## src/sgcg_pkg.sv

```systemverilog
// shared constants and state encoding for the stop-grant clock gating block
package sgcg_pkg;
  localparam int unsigned CLK_PERIOD_PS   = 8000;
  localparam logic [7:0]  TRIP_TEMP_C     = 8'h7D;
  localparam int unsigned TRIP_FILTER_NS  = 16;
  localparam int unsigned TRIP_FILTER_CYC = (TRIP_FILTER_NS * 1000 + CLK_PERIOD_PS - 1) / CLK_PERIOD_PS;
  localparam logic [2:0]  SYNC_RESET      = 3'h7;

  typedef enum logic [2:0] {
    SGCG_RUN        = 3'b000,
    SGCG_STOP_GRANT = 3'b001,
    SGCG_SLEEP      = 3'b010,
    SGCG_DEEP_SLEEP = 3'b011,
    SGCG_TRIPPED    = 3'b100
  } sgcg_state_t;
endpackage

```

## src/sgcg_sync.sv

```systemverilog
// two-flop synchroniser for a group of active-low request inputs
`timescale 1ns/1ps
module sgcg_sync #(
  parameter int unsigned WIDTH = 3
) (
  input  wire logic             clock_i,
  input  wire logic             resetn_i,
  input  wire logic [WIDTH-1:0] async_i,
  output logic      [WIDTH-1:0] sync_o
);
  logic [WIDTH-1:0] meta_reg;

  // requests idle high, so reset to the inactive level
  always_ff @(posedge clock_i or negedge resetn_i) begin
    if (!resetn_i) begin
      meta_reg <= {WIDTH{1'b1}};
      sync_o   <= {WIDTH{1'b1}};
    end else begin
      meta_reg <= async_i;
      sync_o   <= meta_reg;
    end
  end
endmodule

```

## src/sgcg_top.sv

```systemverilog
// stop-grant, sleep and thermal trip power state control
`timescale 1ns/1ps
module sgcg_top (
  input  wire logic       clock_i,
  input  wire logic       resetn_i,
  input  wire logic       stop_clock_request_n_i,
  input  wire logic       sleep_request_n_i,
  input  wire logic       deep_sleep_request_n_i,
  input  wire logic [7:0] die_temp_i,
  input  wire logic       bus_clock_present_i,
  output logic            core_clock_en_o,
  output logic            bus_clock_en_o,
  output logic            intc_clock_en_o,
  output logic            snoop_en_o,
  output logic            intr_service_en_o,
  output logic            exec_en_o,
  output logic            stop_grant_ack_o,
  output logic            thermal_trip_out_n_o,
  output logic [2:0]      power_state_o
);
  logic [2:0]          req_sync;
  logic                stop_req;
  logic                sleep_req;
  logic                deep_req;
  logic                hot_now;
  logic [3:0]          hot_cnt_reg;
  logic                trip_reg;
  sgcg_pkg::sgcg_state_t state_reg;
  sgcg_pkg::sgcg_state_t state_next;

  // true in the states where the bus side keeps its clocks and still answers
  function automatic logic bus_side_awake(input sgcg_pkg::sgcg_state_t st);
    return (st == sgcg_pkg::SGCG_RUN) || (st == sgcg_pkg::SGCG_STOP_GRANT);
  endfunction

  sgcg_sync #(
    .WIDTH(3)
  ) u_sync (
    .clock_i  (clock_i),
    .resetn_i (resetn_i),
    .async_i  ({deep_sleep_request_n_i, sleep_request_n_i, stop_clock_request_n_i}),
    .sync_o   (req_sync)
  );

  assign stop_req  = ~req_sync[0];
  assign sleep_req = ~req_sync[1];
  assign deep_req  = ~req_sync[2];
  assign hot_now   = die_temp_i > sgcg_pkg::TRIP_TEMP_C;

  // a short filter keeps a single noisy sensor sample from tripping the part
  always_ff @(posedge clock_i or negedge resetn_i) begin
    if (!resetn_i) begin
      hot_cnt_reg <= 4'h0;
    end else if (!hot_now) begin
      hot_cnt_reg <= 4'h0;
    end else if (hot_cnt_reg < 4'(sgcg_pkg::TRIP_FILTER_CYC)) begin
      hot_cnt_reg <= hot_cnt_reg + 4'h1;
    end
  end

  // trip is sticky until reset: the part must not resume while still cooking
  always_ff @(posedge clock_i or negedge resetn_i) begin
    if (!resetn_i) begin
      trip_reg <= 1'b0;
    end else if (hot_cnt_reg >= 4'(sgcg_pkg::TRIP_FILTER_CYC)) begin
      trip_reg <= 1'b1;
    end
  end

  always_comb begin
    state_next = state_reg;
    case (state_reg)
      sgcg_pkg::SGCG_RUN: begin
        if (stop_req) begin
          state_next = sgcg_pkg::SGCG_STOP_GRANT;
        end
      end
      sgcg_pkg::SGCG_STOP_GRANT: begin
        if (sleep_req) begin
          state_next = sgcg_pkg::SGCG_SLEEP;
        end else if (!stop_req) begin
          state_next = sgcg_pkg::SGCG_RUN;
        end
      end
      sgcg_pkg::SGCG_SLEEP: begin
        if (deep_req) begin
          state_next = sgcg_pkg::SGCG_DEEP_SLEEP;
        end else if (!sleep_req) begin
          state_next = sgcg_pkg::SGCG_STOP_GRANT;
        end
      end
      sgcg_pkg::SGCG_DEEP_SLEEP: begin
        // deep sleep falls back to sleep once its request is withdrawn
        if (!deep_req) begin
          state_next = sgcg_pkg::SGCG_SLEEP;
        end
      end
      sgcg_pkg::SGCG_TRIPPED: begin
        state_next = sgcg_pkg::SGCG_TRIPPED;
      end
      default: begin
        state_next = sgcg_pkg::SGCG_RUN;
      end
    endcase
    if (trip_reg) begin
      state_next = sgcg_pkg::SGCG_TRIPPED;
    end
  end

  always_ff @(posedge clock_i or negedge resetn_i) begin
    if (!resetn_i) begin
      state_reg <= sgcg_pkg::SGCG_RUN;
    end else begin
      state_reg <= state_next;
    end
  end

  // outputs registered from the next state so they line up with state_reg
  always_ff @(posedge clock_i or negedge resetn_i) begin
    if (!resetn_i) begin
      core_clock_en_o   <= 1'b1;
      bus_clock_en_o    <= 1'b1;
      intc_clock_en_o   <= 1'b1;
      snoop_en_o        <= 1'b1;
      intr_service_en_o <= 1'b1;
      exec_en_o         <= 1'b1;
      power_state_o     <= 3'h0;
    end else begin
      power_state_o     <= state_next;
      core_clock_en_o   <= state_next == sgcg_pkg::SGCG_RUN;
      exec_en_o         <= state_next == sgcg_pkg::SGCG_RUN;
      // bus clock only stops in sleep states and after a trip, never for the stop request
      bus_clock_en_o    <= bus_side_awake(state_next);
      intc_clock_en_o   <= bus_side_awake(state_next);
      snoop_en_o        <= bus_side_awake(state_next);
      intr_service_en_o <= bus_side_awake(state_next);
    end
  end

  // acknowledge only on entry from run, not on return from sleep
  always_ff @(posedge clock_i or negedge resetn_i) begin
    if (!resetn_i) begin
      stop_grant_ack_o <= 1'b0;
    end else begin
      stop_grant_ack_o <= (state_reg == sgcg_pkg::SGCG_RUN) && (state_next == sgcg_pkg::SGCG_STOP_GRANT);
    end
  end

  always_ff @(posedge clock_i or negedge resetn_i) begin
    if (!resetn_i) begin
      thermal_trip_out_n_o <= 1'b1;
    end else begin
      thermal_trip_out_n_o <= ~trip_reg;
    end
  end

  a_stop_enter: assert property (@(posedge clock_i) disable iff (!resetn_i)
    (state_reg == sgcg_pkg::SGCG_RUN && stop_req && !trip_reg) |=> state_reg == sgcg_pkg::SGCG_STOP_GRANT)
    else $error("stop request did not enter stop-grant");
  a_ack_pulse: assert property (@(posedge clock_i) disable iff (!resetn_i)
    (state_reg == sgcg_pkg::SGCG_RUN && state_next == sgcg_pkg::SGCG_STOP_GRANT) |=> stop_grant_ack_o ##1 !stop_grant_ack_o)
    else $error("acknowledge not a single pulse on entry");
  a_gate_core: assert property (@(posedge clock_i) disable iff (!resetn_i)
    state_reg == sgcg_pkg::SGCG_STOP_GRANT |-> !core_clock_en_o && intc_clock_en_o)
    else $error("core clock not gated in stop-grant");
  a_snoop_kept: assert property (@(posedge clock_i) disable iff (!resetn_i)
    state_reg == sgcg_pkg::SGCG_STOP_GRANT |-> snoop_en_o && intr_service_en_o)
    else $error("snoop or interrupts lost in stop-grant");
  a_resume_run: assert property (@(posedge clock_i) disable iff (!resetn_i)
    (state_reg == sgcg_pkg::SGCG_STOP_GRANT && !stop_req && !sleep_req && !trip_reg) |=> core_clock_en_o && exec_en_o)
    else $error("clocks not restarted on release");
  a_bus_alive: assert property (@(posedge clock_i) disable iff (!resetn_i)
    (state_reg == sgcg_pkg::SGCG_RUN || state_reg == sgcg_pkg::SGCG_STOP_GRANT) |-> bus_clock_en_o)
    else $error("bus clock stopped by stop request");
  a_trip_pin: assert property (@(posedge clock_i) disable iff (!resetn_i)
    $rose(trip_reg) |=> !thermal_trip_out_n_o && !exec_en_o ##1 !thermal_trip_out_n_o)
    else $error("thermal trip not signalled");
  a_sleep_enter: assert property (@(posedge clock_i) disable iff (!resetn_i)
    (state_reg == sgcg_pkg::SGCG_STOP_GRANT && sleep_req && !trip_reg) |=> !snoop_en_o && !bus_clock_en_o)
    else $error("sleep entry did not stop clocks");
  a_sleep_exit: assert property (@(posedge clock_i) disable iff (!resetn_i)
    (state_reg == sgcg_pkg::SGCG_SLEEP && !sleep_req && !deep_req && !trip_reg) |=>
      state_reg == sgcg_pkg::SGCG_STOP_GRANT && bus_clock_en_o && !stop_grant_ack_o)
    else $error("sleep release did not return to stop-grant");
  a_deep_enter: assert property (@(posedge clock_i) disable iff (!resetn_i)
    (state_reg == sgcg_pkg::SGCG_SLEEP && deep_req && !trip_reg) |=> state_reg == sgcg_pkg::SGCG_DEEP_SLEEP)
    else $error("deep sleep not entered");
  a_sync_delay: assert property (@(posedge clock_i) disable iff (!resetn_i)
    (state_reg == sgcg_pkg::SGCG_RUN && $fell(stop_clock_request_n_i) && !stop_req && !trip_reg) |=>
      state_reg == sgcg_pkg::SGCG_RUN)
    else $error("stop request used before synchronisation");
  a_ack_at_entry: assert property (@(posedge clock_i) disable iff (!resetn_i)
    stop_grant_ack_o |-> state_reg == sgcg_pkg::SGCG_STOP_GRANT)
    else $error("acknowledge outside stop-grant entry");
  a_trip_sticky: assert property (@(posedge clock_i) disable iff (!resetn_i)
    !thermal_trip_out_n_o |=> !thermal_trip_out_n_o)
    else $error("thermal trip released before reset");
  a_trip_halts: assert property (@(posedge clock_i) disable iff (!resetn_i)
    state_reg == sgcg_pkg::SGCG_TRIPPED |-> !exec_en_o && !core_clock_en_o)
    else $error("execution not halted after trip");
  a_sleep_deaf: assert property (@(posedge clock_i) disable iff (!resetn_i)
    state_reg == sgcg_pkg::SGCG_SLEEP |-> !snoop_en_o && !intr_service_en_o)
    else $error("snoops or interrupts honoured in sleep");
  a_deep_dark: assert property (@(posedge clock_i) disable iff (!resetn_i)
    state_reg == sgcg_pkg::SGCG_DEEP_SLEEP |-> !core_clock_en_o && !bus_clock_en_o)
    else $error("clocks running in deep sleep");

  c_stop_grant: cover property (@(posedge clock_i) disable iff (!resetn_i) stop_grant_ack_o);
  c_sleep:      cover property (@(posedge clock_i) disable iff (!resetn_i) state_reg == sgcg_pkg::SGCG_SLEEP);
  c_deep:       cover property (@(posedge clock_i) disable iff (!resetn_i) state_reg == sgcg_pkg::SGCG_DEEP_SLEEP);
  c_trip:       cover property (@(posedge clock_i) disable iff (!resetn_i) !thermal_trip_out_n_o);
  c_wake:       cover property (@(posedge clock_i) disable iff (!resetn_i)
    state_reg == sgcg_pkg::SGCG_SLEEP ##1 state_reg == sgcg_pkg::SGCG_STOP_GRANT);
endmodule

```

## config.mk

```make
export PLATFORM = sky130hd
export DESIGN_NAME = sgcg_top
export DESIGN_NICKNAME = d
export VERILOG_FILES = /design/src/sgcg_pkg.sv /design/src/sgcg_sync.sv /design/src/sgcg_top.sv
export SDC_FILE = /design/constraint.sdc
export NUM_CORES = 1
export LEC_CHECK = 0
export ABC_CLOCK_PERIOD_IN_PS = 1400
export BUFFER_PORTS_ARGS = -buffer_cell sky130_fd_sc_hd__buf_4
export CAP_MARGIN = 20
export CELL_PAD_IN_SITES_DETAIL_PLACEMENT = 0
export CELL_PAD_IN_SITES_GLOBAL_PLACEMENT = 1
export CORE_MARGIN = 1.5
export CORE_UTILIZATION = 36
export CTS_CLUSTER_DIAMETER = 40
export DETAILED_ROUTE_END_ITERATION = 16
export GPL_ROUTABILITY_DRIVEN = 0
export PLACE_DENSITY_LB_ADDON = 0.05
export SYNTH_ARGS = -nofsm -noshare
export SYNTH_HDL_FRONTEND = slang
export SYNTH_SLANG_ARGS = --single-unit
export TNS_END_PERCENT = 20
```

## constraint.sdc

```tcl
create_clock -name clock_i -period 1.4 [get_ports clock_i]
set_input_delay 0.14 -clock clock_i [delete_from_list [all_inputs] [get_ports clock_i]]
set_output_delay 0.14 -clock clock_i [all_outputs]
set_load 0.05 [all_outputs]
```

Word-level counts from Yosys, hierarchy flattened
Index checks and enable logic that the tools add are counted.
- output and inout bits: 11
- flip-flop bits (word level): 18
- input bits: 14
- logic and storage cells: 34
- bitwise gates (word level): 1
- reductions and logical operators: 4
- add/subtract/negate cells: 1
- order comparisons: 3
- muxes and demuxes: 10
- eq/ne operators: 6
- operators with widths (kind ; number):
    3-bit two-way mux ; 7
    3-bit one-hot mux with 5 select lines ; 1
    8-bit by 7-bit greater-than comparator with 1-bit output, second input constant ; 1
    4-bit two-way mux ; 2
    3-bit by 1-bit == test with 1-bit output, second input constant ; 2
    3-bit by 2-bit == test with 1-bit output, second input constant ; 2
    3-bit logical NOT ; 2
    4-bit by 1-bit adder with 4-bit output, second input constant ; 1
    4-bit by 2-bit greater-or-equal comparator with 1-bit output, second input constant ; 1
    4-bit by 2-bit < comparator with 1-bit output, second input constant ; 1
    3-bit == test, second input constant ; 1
    2-bit by 1-bit inequality test with 1-bit output, second input constant ; 1
    1-bit logical AND ; 1
    1-bit logical OR ; 1
    1-bit NOT ; 1

Longest topological paths before layout
Gate-level depths: netlist of run 1.
- depth after elaboration: 6
- mapped depth: 5
- gate-level depth less buffers: 5

By module
From an unflattened synthesis of run 1, not the netlist that was laid out.
- cells, all modules: 60
- area, all modules: 704.4 um^2
- by module, submodules not included (module ; instances ; area an instance (um^2) ; cells an instance):
    sgcg_top ; 1 ; 546.8 ; 54
    sgcg_sync ; 1 ; 157.7 ; 6

Least setup slack after synthesis of run 1
No wires, ideal clock.
- path type: register to register
- start: register, netlist name power_state_o[0]
- end: register exec_en_o
- cell stages (with the launch flop): 4
- period minus slack after synthesis: 1.422 ns
- arrival time: 1.349 ns
- path slack: -0.022 ns
- required time: 1.327 ns
- path through: dfrtp_1 -> nor2b_4 -> or4b_1 -> a21oi_1
- RTL lines (item ; RTL line ; RTL):
    to (signal assigned) ; sgcg_top.sv:131 ; exec_en_o <= state_next == sgcg_pkg::SGCG_RUN;
    to (decl) ; sgcg_top.sv:16 ; output logic exec_en_o,

Worst setup path in the final report of run 1
- start: register u_sync.sync_o[1]
- end: register exec_en_o
- cells in the longest elaborated chain, start to end: 5
- elaborated cells on any way between the ends: 6
- RTL lines (item ; RTL line ; RTL):
    from (decl) ; sgcg_sync.sv:9 ; output logic [WIDTH-1:0] sync_o
    from (signal assigned) ; sgcg_sync.sv:17 ; sync_o <= {WIDTH{1'b1}};
    from (signal assigned) ; sgcg_sync.sv:20 ; sync_o <= meta_reg;
    3-bit two-way mux ; sgcg_top.sv:88 ; end else if (!sleep_req) begin
    3-bit two-way mux ; sgcg_top.sv:86 ; if (deep_req) begin
    3-bit one-hot mux with 5 select lines (*) ; sgcg_top.sv:72 ; case (state_reg)
    3-bit two-way mux (*) ; sgcg_top.sv:105 ; if (trip_reg) begin
    3-bit logical NOT (*) ; sgcg_top.sv:131 ;
Mark *: on every way between the ends. The rest lies on a longest branch, timed or not.
A chain may end at the register's enable or synchronous reset.

==> impl_results.html, run 1 <==
<table>
<tr><th>Metric</th><th>Value</th></tr>
<tr><th colspan="2">Power and ir drop</th></tr>
<tr><td>P_sw</td><td>268.2 µW</td></tr>
<tr><td>Switching Share</td><td>0.2578</td></tr>
<tr><td>Pwr dens</td><td>1096 nW/µm²</td></tr>
<tr><td>Share of total power in sequential cells</td><td>0.585</td></tr>
<tr><td>Internal Pwr Total</td><td>772.1 µW</td></tr>
<tr><td>Part of the power in combinational logic</td><td>0.168</td></tr>
<tr><td>IR drop worst, VDD</td><td>0.0005387 V</td></tr>
<tr><td>Leakage power figure</td><td>0.0004364 µW</td></tr>
<tr><td>Proportion of power drawn by the clock network</td><td>0.247</td></tr>
<tr><th colspan="2">Clock tree</th></tr>
<tr><td>Clock buffers created by TritonCTS</td><td>3</td></tr>
<tr><td>Clock-pin slew reported for the worst setup and hold paths after clock tree synthesis</td><td>100 ps</td></tr>
<tr><td>Buffer cell driving the clock tree root</td><td>sky130_fd_sc_hd__clkbuf_4</td></tr>
<tr><td>Worst-skew pair later-pin latency</td><td>290 ps</td></tr>
<tr><td>CTS resizes</td><td>0</td></tr>
<tr><td>CTS H-tree depth</td><td>1</td></tr>
<tr><td>TritonCTS clock tree</td><td>done</td></tr>
<tr><td>TritonCTS sink count</td><td>18</td></tr>
<tr><td>Longest Clk Path Bufs</td><td>2</td></tr>
<tr><th colspan="2">Synthesis</th></tr>
<tr><td>Post-synthesis sequential area ratio</td><td>0.6589</td></tr>
<tr><td>Synthesized area per cell</td><td>12.74 µm²</td></tr>
<tr><td>Cells after Synth</td><td>55</td></tr>
<tr><td>Cell variety after synth</td><td>23</td></tr>
<tr><td>Synthesis Warnings</td><td>0</td></tr>
<tr><td>Syn Nets</td><td>71</td></tr>
<tr><td>Area of the mapped netlist</td><td>700.7 µm²</td></tr>
<tr><td>Library cell occupying the most area in the post-synthesis netlist</td><td>sky130_fd_sc_hd__dfstp_2</td></tr>
<tr><td>#FFs+latches synth</td><td>18</td></tr>
<tr><td>Largest cells by area after synthesis</td><td>sky130_fd_sc_hd__dfstp_2, sky130_fd_sc_hd__dfrtp_1, sky130_fd_sc_hd__buf_4, sky130_fd_sc_hd__nor2_1, sky130_fd_sc_hd__ha_1</td></tr>
<tr><td>Area share of the largest cell type after synthesis</td><td>0.3375</td></tr>
<tr><th colspan="2">GRT</th></tr>
<tr><td>Global route overflow</td><td>0</td></tr>
<tr><td>Number of global-route vias before repair</td><td>451</td></tr>
<tr><td>Overall routing resource usage</td><td>0.1259</td></tr>
<tr><td>Number of antenna violations at the first check in global routing</td><td>0</td></tr>
<tr><td>Maximum number of pins on one net before global-route repair</td><td>19</td></tr>
<tr><td>Wire length of the first global-routing pass</td><td>1863 µm</td></tr>
<tr><th colspan="2">Place</th></tr>
<tr><td>Placed cell count</td><td>100</td></tr>
<tr><td>Dpl hpwl</td><td>846.8 µm</td></tr>
<tr><td>Input/output buffers</td><td>22</td></tr>
<tr><th colspan="2">Floorplan</th></tr>
<tr><td>Die Height</td><td>47.12 µm</td></tr>
<tr><td>Die boundary width</td><td>47.12 µm</td></tr>
<tr><td>Placeable core area</td><td>1783 µm²</td></tr>
<tr><td>Initial Util</td><td>0.3930</td></tr>
<tr><td>Die area</td><td>2220 µm²</td></tr>
<tr><td>Number of primary I/O pins</td><td>25</td></tr>
<tr><td>Std-Cell Rows</td><td>15</td></tr>
<tr><th colspan="2">Setup path</th></tr>
<tr><td>Endpoint kind of the worst setup timing path</td><td>flop</td></tr>
<tr><td>Worst Setup Start Kind</td><td>flop</td></tr>
<tr><td>Worst R2R Path Depth</td><td>3</td></tr>
<tr><td>Largest driver fanout on the critical path</td><td>3</td></tr>
<tr><td>R2r setup slk</td><td>130 ps</td></tr>
<tr><td>Startpoint of the worst setup timing path</td><td>u_sync.sync_o[1]$_DFF_PN1_</td></tr>
<tr><td>WP data required</td><td>1620 ps</td></tr>
<tr><td>Arrival time reported for the critical path endpoint</td><td>1500 ps</td></tr>
<tr><td>Source of the worst register-to-register timing path</td><td>u_sync.sync_o[1]$_DFF_PN1_</td></tr>
<tr><td>Critical R2R Capture</td><td>exec_en_o$_DFF_PN1_</td></tr>
<tr><td>Class of the most critical setup path</td><td>reg -&gt; reg</td></tr>
<tr><th colspan="2">Cells and area</th></tr>
<tr><td>Flip-flop count of the largest register, all copies and words added</td><td>4</td></tr>
<tr><td>Total area of multi-input combinational cells</td><td>197.7 µm²</td></tr>
<tr><td>FILL cells</td><td>166</td></tr>
<tr><td>Count of nets after finishing</td><td>100</td></tr>
<tr><td>P&amp;R area growth vs syn</td><td>35.54%</td></tr>
<tr><td>Count of inserted antenna diode cells</td><td>0</td></tr>
<tr><td>Sequential cell area</td><td>462.9 µm²</td></tr>
<tr><td>Final Non-Filler Cells</td><td>108</td></tr>
<tr><td>Share of cells above drive strength 1</td><td>0.4699</td></tr>
<tr><th colspan="2">Routing</th></tr>
<tr><td>DR iter-0 viols</td><td>2</td></tr>
<tr><td>Total number of vias</td><td>495</td></tr>
<tr><td>Mean routed wirelength per cell</td><td>10.47 µm</td></tr>
<tr><td>Total iterations of the first detailed-routing run</td><td>3</td></tr>
<tr><td>Antenna viol nets, final</td><td>0</td></tr>
<tr><td>Vias per cell</td><td>4.583</td></tr>
<tr><td>WL final</td><td>1131 µm</td></tr>
<tr><td>Post-detailed-route DRC marker count</td><td>0</td></tr>
<tr><th colspan="2">Timing</th></tr>
<tr><td>Total count of max-transition violations in the final report</td><td>0</td></tr>
<tr><td>Max Fclk</td><td>784.3 MHz</td></tr>
<tr><td>Unrepaired setup endpoints after global routing</td><td>no</td></tr>
<tr><td>Final hold slack</td><td>125.3 ps</td></tr>
<tr><td>Post-layout min period</td><td>1275 ps</td></tr>
<tr><td>Final setup skew</td><td>10.98 ps</td></tr>
<tr><td>Number of hold violations in the final report</td><td>0</td></tr>
<tr><td>Post-route clock period utilization</td><td>0.9107</td></tr>
<tr><td>Setup violation total in the final timing report</td><td>0</td></tr>
<tr><td>Transition time at the pin with the least slew margin</td><td>331.6 ps</td></tr>
<tr><td>Max_slew headroom</td><td>0.7779</td></tr>
<tr><td>Final TNS setup</td><td>0 ps</td></tr>
<tr><th colspan="2">Hold path</th></tr>
<tr><td>Worst-case hold path end point</td><td>hot_cnt_reg[2]$_DFFE_PN0P_</td></tr>
<tr><td>Hold Crit Depth</td><td>3</td></tr>
<tr><td>Classification of the worst-slack hold path</td><td>in -&gt; reg</td></tr>
<tr><td>Min-delay src</td><td>die_temp_i[7]</td></tr>
<tr><th colspan="2">Status</th></tr>
<tr><td>Status</td><td>finished, final reports clean</td></tr>
<tr><th colspan="2">Job</th></tr>
<tr><td>Total of max-cap violations</td><td>0</td></tr>
</table>
-- per-stage QoR --
step	area (µm²)	utilization	total power, µW	worst slack (ps)
after detailed placement	883.3	0.4954	789.1	126.4
after CTS	949.7	0.5326	1063	113.3
after global routing	949.7	0.5326	1124	63.44
final	949.7	0.5326	1040	125.0
after global placement	883.3	0.4954	780.6	148.5
after floorplan	701.9	-	724.6	39.08
-- routing by layer --
metal	wire, µm	track usage	vias up	part of all wire
met5	0	0	-	0
met1	523	0.1488	229	0.46
met3	77	0.05000	0	0.068
met4	0	0.06667	0	0
met2	530	0.1973	25	0.47
li1	-	-	241	-
-- synth_stat cells --
cell and instances:
sky130_fd_sc_hd__dfrtp_1 9, sky130_fd_sc_hd__ha_1 2, sky130_fd_sc_hd__o21a_1 1, sky130_fd_sc_hd__a21o_1 1, sky130_fd_sc_hd__o21ai_0 1, sky130_fd_sc_hd__inv_1 3, sky130_fd_sc_hd__nand2_1 1, sky130_fd_sc_hd__a311oi_1 1
sky130_fd_sc_hd__nor3_1 3, sky130_fd_sc_hd__buf_4 4, sky130_fd_sc_hd__o21ba_2 1, sky130_fd_sc_hd__or4b_1 1, sky130_fd_sc_hd__nor2b_4 1, sky130_fd_sc_hd__nor4b_1 1, sky130_fd_sc_hd__nand2b_1 1, sky130_fd_sc_hd__and4_1 1
sky130_fd_sc_hd__dfstp_2 9, sky130_fd_sc_hd__o22ai_1 1, sky130_fd_sc_hd__a21oi_1 2, sky130_fd_sc_hd__nor2b_1 1, sky130_fd_sc_hd__xnor2_1 1, sky130_fd_sc_hd__nor2_1 8, sky130_fd_sc_hd__a31oi_1 1
-- critical path, stage by stage, from the launching register on --
cell and delay [ps]:
sky130_fd_sc_hd__dfstp_2 560, sky130_fd_sc_hd__nor2b_4 50, sky130_fd_sc_hd__or4b_1 450, sky130_fd_sc_hd__a21oi_1 150
-- power by group through the flow --
stage / registers [µW] / clock network, µW / logic (µW)
final: 608 / 257 / 175
after global routing: 616 / 304 / 203
after CTS: 610 / 272 / 181
after detailed placement: 619 / 0 / 170
after global placement: 614 / 0 / 166
after floorplan: 609 / 0 / 115
-- how the worst max path moves through the flow --
stage                                      to  slack [ps]
final                     exec_en_o$_DFF_PN1_         130
after floorplan           exec_en_o$_DFF_PN1_          40
after detailed placement  exec_en_o$_DFF_PN1_         130
after global placement    exec_en_o$_DFF_PN1_         150
after CTS                 exec_en_o$_DFF_PN1_         110
after global routing      exec_en_o$_DFF_PN1_          60
-- cells by family (layout without fill, tap and decap cells) --
logic type / after synthesis / after routing / synth area share
fa+ha+maj: 2 / 2 / 0.03571
simple gates: 18 / 18 / 0.1464
buf+inv: 7 / 35 / 0.05893
xor+xnor: 1 / 1 / 0.01250
flops: 18 / 18 / 0.6589
compound gates: 9 / 9 / 0.08752
-- what timing repair did --
item | 4_1_cts | 5_1_grt
buffers inserted | 0 | 0
hold buffers | 4 | 0
hold endpoints to repair | 21 | 0
-- cell type report --
type                       instances  area share
clock buffer                       4     0.02767
inverter                           3     0.01186
multi-input combinational         30      0.2082
sequential                        18      0.4875
tap                               25     0.03294
timing repair buffer              28      0.2319
-- layout by cell type (no fill, tap or decap), drive strengths merged --
| master | Yosys | layout |
|---|---|---|
| a21o | 1 | 1 |
| a21oi | 2 | 2 |
| a311oi | 1 | 1 |
| a31oi | 1 | 1 |
| and4 | 1 | 1 |
| buf | 4 | 24 |
| clkbuf | 0 | 4 |
| dfrtp | 9 | 9 |
| dfstp | 9 | 9 |
| dlygate4sd3 | 0 | 4 |
| ha | 2 | 2 |
| inv | 3 | 3 |
| nand2 | 1 | 1 |
| nand2b | 1 | 1 |
| nor2 | 8 | 8 |
| nor2b | 2 | 2 |
| nor3 | 3 | 3 |
| nor4b | 1 | 1 |
| o21a | 1 | 1 |
| o21ai | 1 | 1 |
| o21ba | 1 | 1 |
| o22ai | 1 | 1 |
| or4b | 1 | 1 |
| xnor2 | 1 | 1 |
(Power assumes the default switching activity.)
==> run 2: changes to the inputs <==
Settings changed: ABC_CLOCK_PERIOD_IN_PS 1400 to 1500, CORE_UTILIZATION 36 to 38.
Clock period 1.4 ns to 1.5 ns, I/O delays scaled along.
==> impl_results.html, run 2 (synthesis results as in run 1) <==
<table>
<tr><th>Metric</th><th>Value</th></tr>
<tr><th colspan="2">Floorplan</th></tr>
<tr><td>Die area</td><td>2110 µm² (-4.9%)</td></tr>
<tr><td>Die Height</td><td>45.94 µm (-2.5%)</td></tr>
<tr><td>Placeable core area</td><td>1727 µm² (-3.2%)</td></tr>
<tr><td>Die boundary width</td><td>45.94 µm (-2.5%)</td></tr>
<tr><td>Initial Util</td><td>0.4058 (+0.01281)</td></tr>
<tr><td>Number of primary I/O pins</td><td>25 (unchanged)</td></tr>
<tr><td>Std-Cell Rows</td><td>15 (unchanged)</td></tr>
<tr><th colspan="2">Timing</th></tr>
<tr><td>Max_slew headroom</td><td>0.7839 (+0.005983)</td></tr>
<tr><td>Transition time at the pin with the least slew margin</td><td>322.6 ps (-8.934 ps)</td></tr>
<tr><td>Setup violation total in the final timing report</td><td>0 (unchanged)</td></tr>
<tr><td>Final setup skew</td><td>0.4718 ps (-10.51 ps)</td></tr>
<tr><td>Total count of max-transition violations in the final report</td><td>0 (unchanged)</td></tr>
<tr><td>Final hold slack</td><td>136.4 ps (+11.09 ps)</td></tr>
<tr><td>Unrepaired setup endpoints after global routing</td><td>no</td></tr>
<tr><td>Final TNS setup</td><td>0 ps (unchanged)</td></tr>
<tr><td>Post-layout min period</td><td>1272 ps (-3.475 ps)</td></tr>
<tr><td>Post-route clock period utilization</td><td>0.8477 (-0.06303)</td></tr>
<tr><td>Number of hold violations in the final report</td><td>0 (unchanged)</td></tr>
<tr><td>Max Fclk</td><td>786.5 MHz (+0.27%)</td></tr>
<tr><th colspan="2">GRT</th></tr>
<tr><td>Maximum number of pins on one net before global-route repair</td><td>19 (unchanged)</td></tr>
<tr><td>Number of antenna violations at the first check in global routing</td><td>0 (unchanged)</td></tr>
<tr><td>Wire length of the first global-routing pass</td><td>1800 µm (-3.4%)</td></tr>
<tr><td>Number of global-route vias before repair</td><td>441 (-2.2%)</td></tr>
<tr><td>Global route overflow</td><td>0 (unchanged)</td></tr>
<tr><td>Overall routing resource usage</td><td>0.1239 (-0.002024)</td></tr>
<tr><th colspan="2">Cells and area</th></tr>
<tr><td>Most frequent cells in the layout</td><td>sky130_fd_sc_hd__buf_4, sky130_fd_sc_hd__dfstp_2, sky130_fd_sc_hd__dfrtp_1, sky130_fd_sc_hd__nor2_1, sky130_fd_sc_hd__dlygate4sd3_1</td></tr>
<tr><td>P&amp;R area growth vs syn</td><td>35.71%</td></tr>
<tr><td>Count of nets after finishing</td><td>99 (-1.0%)</td></tr>
<tr><td>Share of cells above drive strength 1</td><td>0.4634 (-0.006465)</td></tr>
<tr><td>Flip-flop count of the largest register, all copies and words added</td><td>4 (unchanged)</td></tr>
<tr><td>Most common cell after layout, fill and taps aside</td><td>sky130_fd_sc_hd__buf_4</td></tr>
<tr><td>Count of inserted antenna diode cells</td><td>0 (unchanged)</td></tr>
<tr><th colspan="2">Hold path</th></tr>
<tr><td>Min-delay src</td><td>die_temp_i[7]</td></tr>
<tr><td>Classification of the worst-slack hold path</td><td>in -&gt; reg</td></tr>
<tr><th colspan="2">Clock tree</th></tr>
<tr><td>Buffer cell driving the clock tree root</td><td>sky130_fd_sc_hd__clkbuf_4</td></tr>
<tr><td>TritonCTS clock tree</td><td>done</td></tr>
<tr><td>TritonCTS sink count</td><td>18 (unchanged)</td></tr>
<tr><td>Clock buffers created by TritonCTS</td><td>3 (unchanged)</td></tr>
<tr><td>Post-CTS Setup Repair Bufs</td><td>0 (unchanged)</td></tr>
<tr><td>CTS resizes</td><td>0 (unchanged)</td></tr>
<tr><td>CTS H-tree depth</td><td>1 (unchanged)</td></tr>
<tr><td>Worst-skew pair later-pin latency</td><td>280 ps (about the same)</td></tr>
<tr><td>Clock-pin slew reported for the worst setup and hold paths after clock tree synthesis</td><td>100 ps (about the same)</td></tr>
<tr><td>Longest Clk Path Bufs</td><td>2 (unchanged)</td></tr>
<tr><th colspan="2">Setup path</th></tr>
<tr><td>Worst Setup Start Kind</td><td>flop</td></tr>
<tr><td>Largest driver fanout on the critical path</td><td>3 (unchanged)</td></tr>
<tr><td>Source of the worst register-to-register timing path</td><td>u_sync.sync_o[1]$_DFF_PN1_</td></tr>
<tr><td>Endpoint kind of the worst setup timing path</td><td>flop</td></tr>
<tr><td>Startpoint of the worst setup timing path</td><td>u_sync.sync_o[1]$_DFF_PN1_</td></tr>
<tr><td>WP data required</td><td>1710 ps (+90 ps)</td></tr>
<tr><td>Arrival time reported for the critical path endpoint</td><td>1490 ps (about the same)</td></tr>
<tr><td>Class of the most critical setup path</td><td>reg -&gt; reg</td></tr>
<tr><th colspan="2">Power and ir drop</th></tr>
<tr><td>Pwr dens</td><td>1071 nW/µm² (-2.3%)</td></tr>
<tr><td>Leakage power figure</td><td>0.0004386 µW (+0.51%)</td></tr>
<tr><td>IR drop worst, VDD</td><td>0.0006158 V (+14%)</td></tr>
<tr><th colspan="2">Routing</th></tr>
<tr><td>DR iter-0 viols</td><td>6 (+4)</td></tr>
<tr><td>Vias per cell</td><td>4.486 (-2.1%)</td></tr>
<tr><td>Antenna viol nets, final</td><td>0 (unchanged)</td></tr>
<tr><td>Mean routed wirelength per cell</td><td>9.935 µm (-5.1%)</td></tr>
<tr><td>Total iterations of the first detailed-routing run</td><td>2 (-1)</td></tr>
<tr><td>Total number of vias</td><td>480 (-3.0%)</td></tr>
<tr><td>Post-detailed-route DRC marker count</td><td>0 (unchanged)</td></tr>
<tr><td>WL final</td><td>1063 µm (-6.0%)</td></tr>
<tr><th colspan="2">Place</th></tr>
<tr><td>Input/output buffers</td><td>22 (unchanged)</td></tr>
<tr><th colspan="2">Status</th></tr>
<tr><td>Status</td><td>finished, final reports clean</td></tr>
<tr><th colspan="2">Job</th></tr>
<tr><td>Total of max-cap violations</td><td>0 (unchanged)</td></tr>
</table>
==> run 2: changes by cell type in the layout (fill, tap and decap cells not counted) <==
cell,before,now
sky130_fd_sc_hd__dfrtp_2,1,0
sky130_fd_sc_hd__dfrtp_1,8,9
sky130_fd_sc_hd__buf_4,24,23
sky130_fd_sc_hd__clkbuf_8,0,1
sky130_fd_sc_hd__clkbuf_1,1,0
==> run 2: final timing paths <==
path,slack [ps],endpoint,cells past startpoint
hold / removal,140,hot_cnt_reg[0]$_DFFE_PN0P_,3
setup / recovery,230,exec_en_o$_DFF_PN1_,3
hold reg to reg,360,u_sync.sync_o[0]$_DFF_PN1_,0
max in group asynchronous,990,u_sync.meta_reg[2]$_DFF_PN1_,2
min in group asynchronous,260,stop_grant_ack_o$_DFF_PN0_,2
setup reg to reg,230,exec_en_o$_DFF_PN1_,3
==> run 2: area by class of cell <==
type / count / area, µm²
multi-input cells: 30 / 197.7
well taps: 25 / 31.28
inverters: 3 / 11.26
fillers: 164 / 775.7
repair buffers: 27 / 212.7
clock buffers: 4 / 36.28
flip-flops and latches: 18 / 461.7
==> run 2: power by group <==
| part | leakage, µW | total, µW | internal, µW | switching [µW] |
|---|---|---|---|---|
| combinational | 0.000211 | 168 | 86.8 | 81.2 |
| sequential | 0.000207 | 565 | 531 | 33.9 |
| clock | 0.0000210 | 286 | 147 | 138 |
==> run 2: metrics by stage <==
step,worst slack (ps),power [µW],instance area [µm²],std cells,util
floorplan,77.60,676.3,700.7,55,-
global route,203.9,1102,950.9,107,0.5507
detailed placement,248.9,736.7,874.6,99,0.5065
CTS,221.8,1042,950.9,107,0.5507
finish,228.5,1018,950.9,107,0.5507
global placement,251.4,730.2,874.6,99,0.5065
==> run 2: repair_timing <==
item,in CTS,in global routing
endpoints found under the hold margin,21,0
setup endpoints to repair,0,0
hold buffers,4,0
==> run 2: layer usage <==
layer | vias up | GRT usage | part of all wire
li1 | 237 | - | -
met1 | 218 | 0.1411 | 0.43
met3 | 2 | 0.03571 | 0.086
met2 | 23 | 0.2056 | 0.48
met5 | - | 0 | 0
met4 | 0 | 0.06857 | 0.0085
==> run 2: critical path: stages (launching register included) <==
cell and delay [ps]:
sky130_fd_sc_hd__dfstp_2 560, sky130_fd_sc_hd__nor2b_4 50, sky130_fd_sc_hd__or4b_1 460, sky130_fd_sc_hd__a21oi_1 140
==> run 3: changes to the inputs <==
Settings changed: ABC_AREA from default to 1, ABC_CLOCK_PERIOD_IN_PS 1500 to 1050, CORE_UTILIZATION 38 to 31.
Clock period 1.5 ns to 1.05 ns, I/O delays scaled along.
==> impl_results.html, run 3 <==
<table>
<tr><th>Metric</th><th>Value</th></tr>
<tr><th colspan="2">Status</th></tr>
<tr><td>Status</td><td>finished, violations left</td></tr>
<tr><td>Violated checks</td><td>negative setup slack</td></tr>
<tr><th colspan="2">Synthesis</th></tr>
<tr><td>Most common cell in the synthesized netlist</td><td>sky130_fd_sc_hd__nand2_1</td></tr>
<tr><td>Synthesized area per cell</td><td>10.06 µm² (-21%)</td></tr>
<tr><td>Synth Flop Type</td><td>sky130_fd_sc_hd__dfstp_2</td></tr>
<tr><td>Ranking of synthesized cells by instance count</td><td>sky130_fd_sc_hd__nand2_1, sky130_fd_sc_hd__inv_1, sky130_fd_sc_hd__dfrtp_1, sky130_fd_sc_hd__dfstp_2, sky130_fd_sc_hd__nor2_1</td></tr>
<tr><td>Library cell occupying the most area in the post-synthesis netlist</td><td>sky130_fd_sc_hd__dfstp_2</td></tr>
<tr><td>Synthesis Warnings</td><td>0 (unchanged)</td></tr>
<tr><td>Syn Nets</td><td>89 (+25%)</td></tr>
<tr><td>Cells after Synth</td><td>73 (+33%)</td></tr>
<tr><td>Cell variety after synth</td><td>17 (-26%)</td></tr>
<tr><td>Largest cells by area after synthesis</td><td>sky130_fd_sc_hd__dfstp_2, sky130_fd_sc_hd__dfrtp_1, sky130_fd_sc_hd__nand2_1, sky130_fd_sc_hd__inv_1, sky130_fd_sc_hd__nor2_1</td></tr>
<tr><td>Area of the mapped netlist</td><td>734.5 µm² (+4.8%)</td></tr>
<tr><td>Post-synthesis async set-or-reset flop share</td><td>1.000 (unchanged)</td></tr>
<tr><td>#FFs+latches synth</td><td>18 (unchanged)</td></tr>
<tr><td>Number of enable-type register cells in the synthesized netlist</td><td>0 (unchanged)</td></tr>
<tr><td>Area share of the largest cell type after synthesis</td><td>0.3220 (-0.01552)</td></tr>
<tr><td>Post-synthesis sequential area ratio</td><td>0.6286 (-0.03031)</td></tr>
<tr><th colspan="2">GRT</th></tr>
<tr><td>Number of antenna violations at the first check in global routing</td><td>0 (unchanged)</td></tr>
<tr><td>Number of global-route vias before repair</td><td>479 (+8.6%)</td></tr>
<tr><td>Maximum number of pins on one net before global-route repair</td><td>19 (unchanged)</td></tr>
<tr><td>Overall routing resource usage</td><td>0.1080 (-0.01590)</td></tr>
<tr><td>Wire length of the first global-routing pass</td><td>2014 µm (+12%)</td></tr>
<tr><td>Global route overflow</td><td>0 (unchanged)</td></tr>
<tr><th colspan="2">Setup path</th></tr>
<tr><td>Source of the worst register-to-register timing path</td><td>power_state_o[0]$_DFF_PN0_</td></tr>
<tr><td>Buffering stage count on the worst path with inverters included</td><td>1 (+1)</td></tr>
<tr><td>Worst R2R Path Depth</td><td>7 (+4)</td></tr>
<tr><td>R2r setup slk</td><td>-10 ps (-240 ps)</td></tr>
<tr><td>Slowest stage delay, CP</td><td>560 ps (about the same)</td></tr>
<tr><td>Worst Setup Start Kind</td><td>flop</td></tr>
<tr><td>Largest driver fanout on the critical path</td><td>4 (+1)</td></tr>
<tr><td>Endpoint kind of the worst setup timing path</td><td>output port</td></tr>
<tr><td>Critical R2R Capture</td><td>stop_grant_ack_o$_DFF_PN0_</td></tr>
<tr><td>Crit path max-delay family</td><td>flip-flops</td></tr>
<tr><td>Class of the most critical setup path</td><td>reg -&gt; out</td></tr>
<tr><td>Arrival time reported for the critical path endpoint</td><td>1050 ps (-440 ps)</td></tr>
<tr><td>WP data required</td><td>940 ps (-770 ps)</td></tr>
<tr><td>Cell with the largest stage delay on the worst path</td><td>sky130_fd_sc_hd__dfstp_2</td></tr>
<tr><td>Ordered cell list for the critical path</td><td>buf_4</td></tr>
<tr><th colspan="2">Routing</th></tr>
<tr><td>Post-detailed-route DRC marker count</td><td>0 (unchanged)</td></tr>
<tr><td>Total iterations of the first detailed-routing run</td><td>4 (+2)</td></tr>
<tr><td>Antenna viol nets, final</td><td>0 (unchanged)</td></tr>
<tr><td>DR iter-0 viols</td><td>8 (+2)</td></tr>
<tr><td>Total number of vias</td><td>554 (+15%)</td></tr>
<tr><td>Vias per cell</td><td>4.328 (-3.5%)</td></tr>
<tr><td>Mean routed wirelength per cell</td><td>9.180 µm (-7.6%)</td></tr>
<tr><td>WL final</td><td>1175 µm (+11%)</td></tr>
<tr><th colspan="2">Timing</th></tr>
<tr><td>Max Fclk</td><td>867.2 MHz</td></tr>
<tr><td>Total count of max-transition violations in the final report</td><td>0 (unchanged)</td></tr>
<tr><td>Number of hold violations in the final report</td><td>0 (unchanged)</td></tr>
<tr><td>Max_slew headroom</td><td>0.8543 (+0.07038)</td></tr>
<tr><td>Unrepaired setup endpoints after global routing</td><td>yes</td></tr>
<tr><td>Post-route clock period utilization</td><td>1.098</td></tr>
<tr><td>Post-layout min period</td><td>1153 ps</td></tr>
<tr><td>Transition time at the pin with the least slew margin</td><td>218.6 ps (-104.1 ps)</td></tr>
<tr><td>Final TNS setup</td><td>-660.2 ps (-660.2 ps)</td></tr>
<tr><td>Least setup slack across all paths after layout</td><td>-103.1 ps (-331.6 ps)</td></tr>
<tr><td>Setup violation total in the final timing report</td><td>10 (+10)</td></tr>
<tr><td>Final setup skew</td><td>0.7539 ps (+0.2821 ps)</td></tr>
<tr><th colspan="2">Power and ir drop</th></tr>
<tr><td>IR drop worst, VDD</td><td>0.0007594 V (+23%)</td></tr>
<tr><td>Pwr dens</td><td>1456 nW/µm² (+36%)</td></tr>
<tr><td>Leakage power figure</td><td>0.0005241 µW (+20%)</td></tr>
<tr><th colspan="2">Cells and area</th></tr>
<tr><td>P&amp;R area growth vs syn</td><td>40.03%</td></tr>
<tr><td>Most frequent cells in the layout</td><td>sky130_fd_sc_hd__buf_4, sky130_fd_sc_hd__nand2_1, sky130_fd_sc_hd__inv_1, sky130_fd_sc_hd__dfstp_2, sky130_fd_sc_hd__nor2_1</td></tr>
<tr><td>Share of cells above drive strength 1</td><td>0.5100 (+0.04659)</td></tr>
<tr><td>Most common cell after layout, fill and taps aside</td><td>sky130_fd_sc_hd__buf_4</td></tr>
<tr><td>Count of nets after finishing</td><td>117 (+18%)</td></tr>
<tr><td>Flip-flop count of the largest register, all copies and words added</td><td>4 (unchanged)</td></tr>
<tr><td>Count of inserted antenna diode cells</td><td>0 (unchanged)</td></tr>
<tr><td>FILL cells</td><td>220 (+34%)</td></tr>
<tr><td>Post-route core utilization</td><td>0.4605 (-0.09022)</td></tr>
<tr><td>Final Instance Area</td><td>1028 µm² (+8.2%)</td></tr>
<tr><th colspan="2">Clock tree</th></tr>
<tr><td>TritonCTS clock tree</td><td>done</td></tr>
<tr><td>Longest Clk Path Bufs</td><td>2 (unchanged)</td></tr>
<tr><td>CTS H-tree depth</td><td>1 (unchanged)</td></tr>
<tr><td>Worst-skew pair later-pin latency</td><td>290 ps (about the same)</td></tr>
<tr><td>Clock-pin slew reported for the worst setup and hold paths after clock tree synthesis</td><td>100 ps (about the same)</td></tr>
<tr><td>TritonCTS sink count</td><td>18 (unchanged)</td></tr>
<tr><td>Clock buffers created by TritonCTS</td><td>3 (unchanged)</td></tr>
<tr><td>Buffer cell driving the clock tree root</td><td>sky130_fd_sc_hd__clkbuf_4</td></tr>
<tr><th colspan="2">Floorplan</th></tr>
<tr><td>Die Height</td><td>51.68 µm (+12%)</td></tr>
<tr><td>Number of primary I/O pins</td><td>25 (unchanged)</td></tr>
<tr><td>Die area</td><td>2670 µm² (+27%)</td></tr>
<tr><td>Die boundary width</td><td>51.68 µm (+12%)</td></tr>
<tr><td>Initial Util</td><td>0.3289 (-0.07695)</td></tr>
<tr><td>Placeable core area</td><td>2233 µm² (+29%)</td></tr>
<tr><td>Std-Cell Rows</td><td>17 (+2)</td></tr>
<tr><th colspan="2">Hold path</th></tr>
<tr><td>Min-delay src</td><td>die_temp_i[7]</td></tr>
<tr><td>Hold Crit Depth</td><td>4 (+1)</td></tr>
<tr><td>Classification of the worst-slack hold path</td><td>in -&gt; reg</td></tr>
<tr><td>Worst-case hold path end point</td><td>hot_cnt_reg[2]$_DFFE_PN0P_</td></tr>
<tr><th colspan="2">Place</th></tr>
<tr><td>Dpl hpwl</td><td>858.1 µm</td></tr>
<tr><td>Post-placement cell area</td><td>908.4 µm² (+3.9%)</td></tr>
<tr><td>Input/output buffers</td><td>22 (unchanged)</td></tr>
<tr><td>Worst slack at placement</td><td>-38.40 ps (-287.3 ps)</td></tr>
<tr><th colspan="2">Job</th></tr>
<tr><td>Total of max-cap violations</td><td>0 (unchanged)</td></tr>
</table>
## run 3: routing by layer
metal,vias up,wire length (µm),track usage
li1,271,-,-
met3,4,71,0.02586
met4,0,31,0.07895
met1,251,499,0.1176
met2,28,572,0.1816
met5,-,0,0
## run 3: worst max path at each step
| stage | from | end | cells after the start |
|---|---|---|---|
| 3_5_place_dp | u_sync.sync_o[1]$_DFF_PN1_ | stop_grant_ack_o$_DFF_PN0_ | 6 |
| 2_1_floorplan | power_state_o[1]$_DFF_PN0_ | stop_grant_ack_o$_DFF_PN0_ | 7 |
| 5_1_grt | intr_service_en_o$_DFF_PN1_ | intc_clock_en_o | 1 |
| 3_3_place_gp | u_sync.sync_o[1]$_DFF_PN1_ | stop_grant_ack_o$_DFF_PN0_ | 6 |
| 6_report | intr_service_en_o$_DFF_PN1_ | intr_service_en_o | 1 |
| 4_1_cts | intr_service_en_o$_DFF_PN1_ | intr_service_en_o | 1 |
## run 3: power by group
group | switching, µW | internal (µW)
clock | 211 | 211
sequential | 41.9 | 758
combinational | 141 | 134
total | 394 | 1100
## run 3: stage by stage
stage / power (µW) / std cells / hold WS, ps
6_report: 1497 / 128 / 127.6
4_1_cts: 1505 / 127 / 119.2
3_3_place_gp: 1049 / 119 / -17.87
5_1_grt: 1621 / 128 / 133.0
3_5_place_dp: 1055 / 119 / -14.25
2_1_floorplan: 972.3 / 73 / -190.6
## run 3: area by class of cell
type                    count  area (µm²)  area share
flip-flops and latches     18       465.4      0.4526
clock buffers               4       36.28     0.03528
multi-input cells          38       202.7      0.1971
inverters                  13       50.05     0.04866
well taps                  28       35.03     0.03406
repair buffers             27       239.0      0.2324
## run 3: cell families (layout without fill, tap and decap cells)
logic type,after synthesis,count (layout),share of synthesized area
compound gates,4,4,0.03066
xor+xnor,1,1,0.01193
fa+ha+maj,2,2,0.03407
buf+inv,17,44,0.1090
flops,18,18,0.6286
simple gates,31,31,0.1857
## run 3: timing repair
item / CTS / global route
endpoints found under the setup margin: 12 / 16
endpoints found under the hold margin: 21 / 0
hold buffers: 4 / 0
gates resized for setup: 8 / 5
gates cloned: 0 / 0
buffers inserted: 0 / 1
pin swaps: 0 / 3
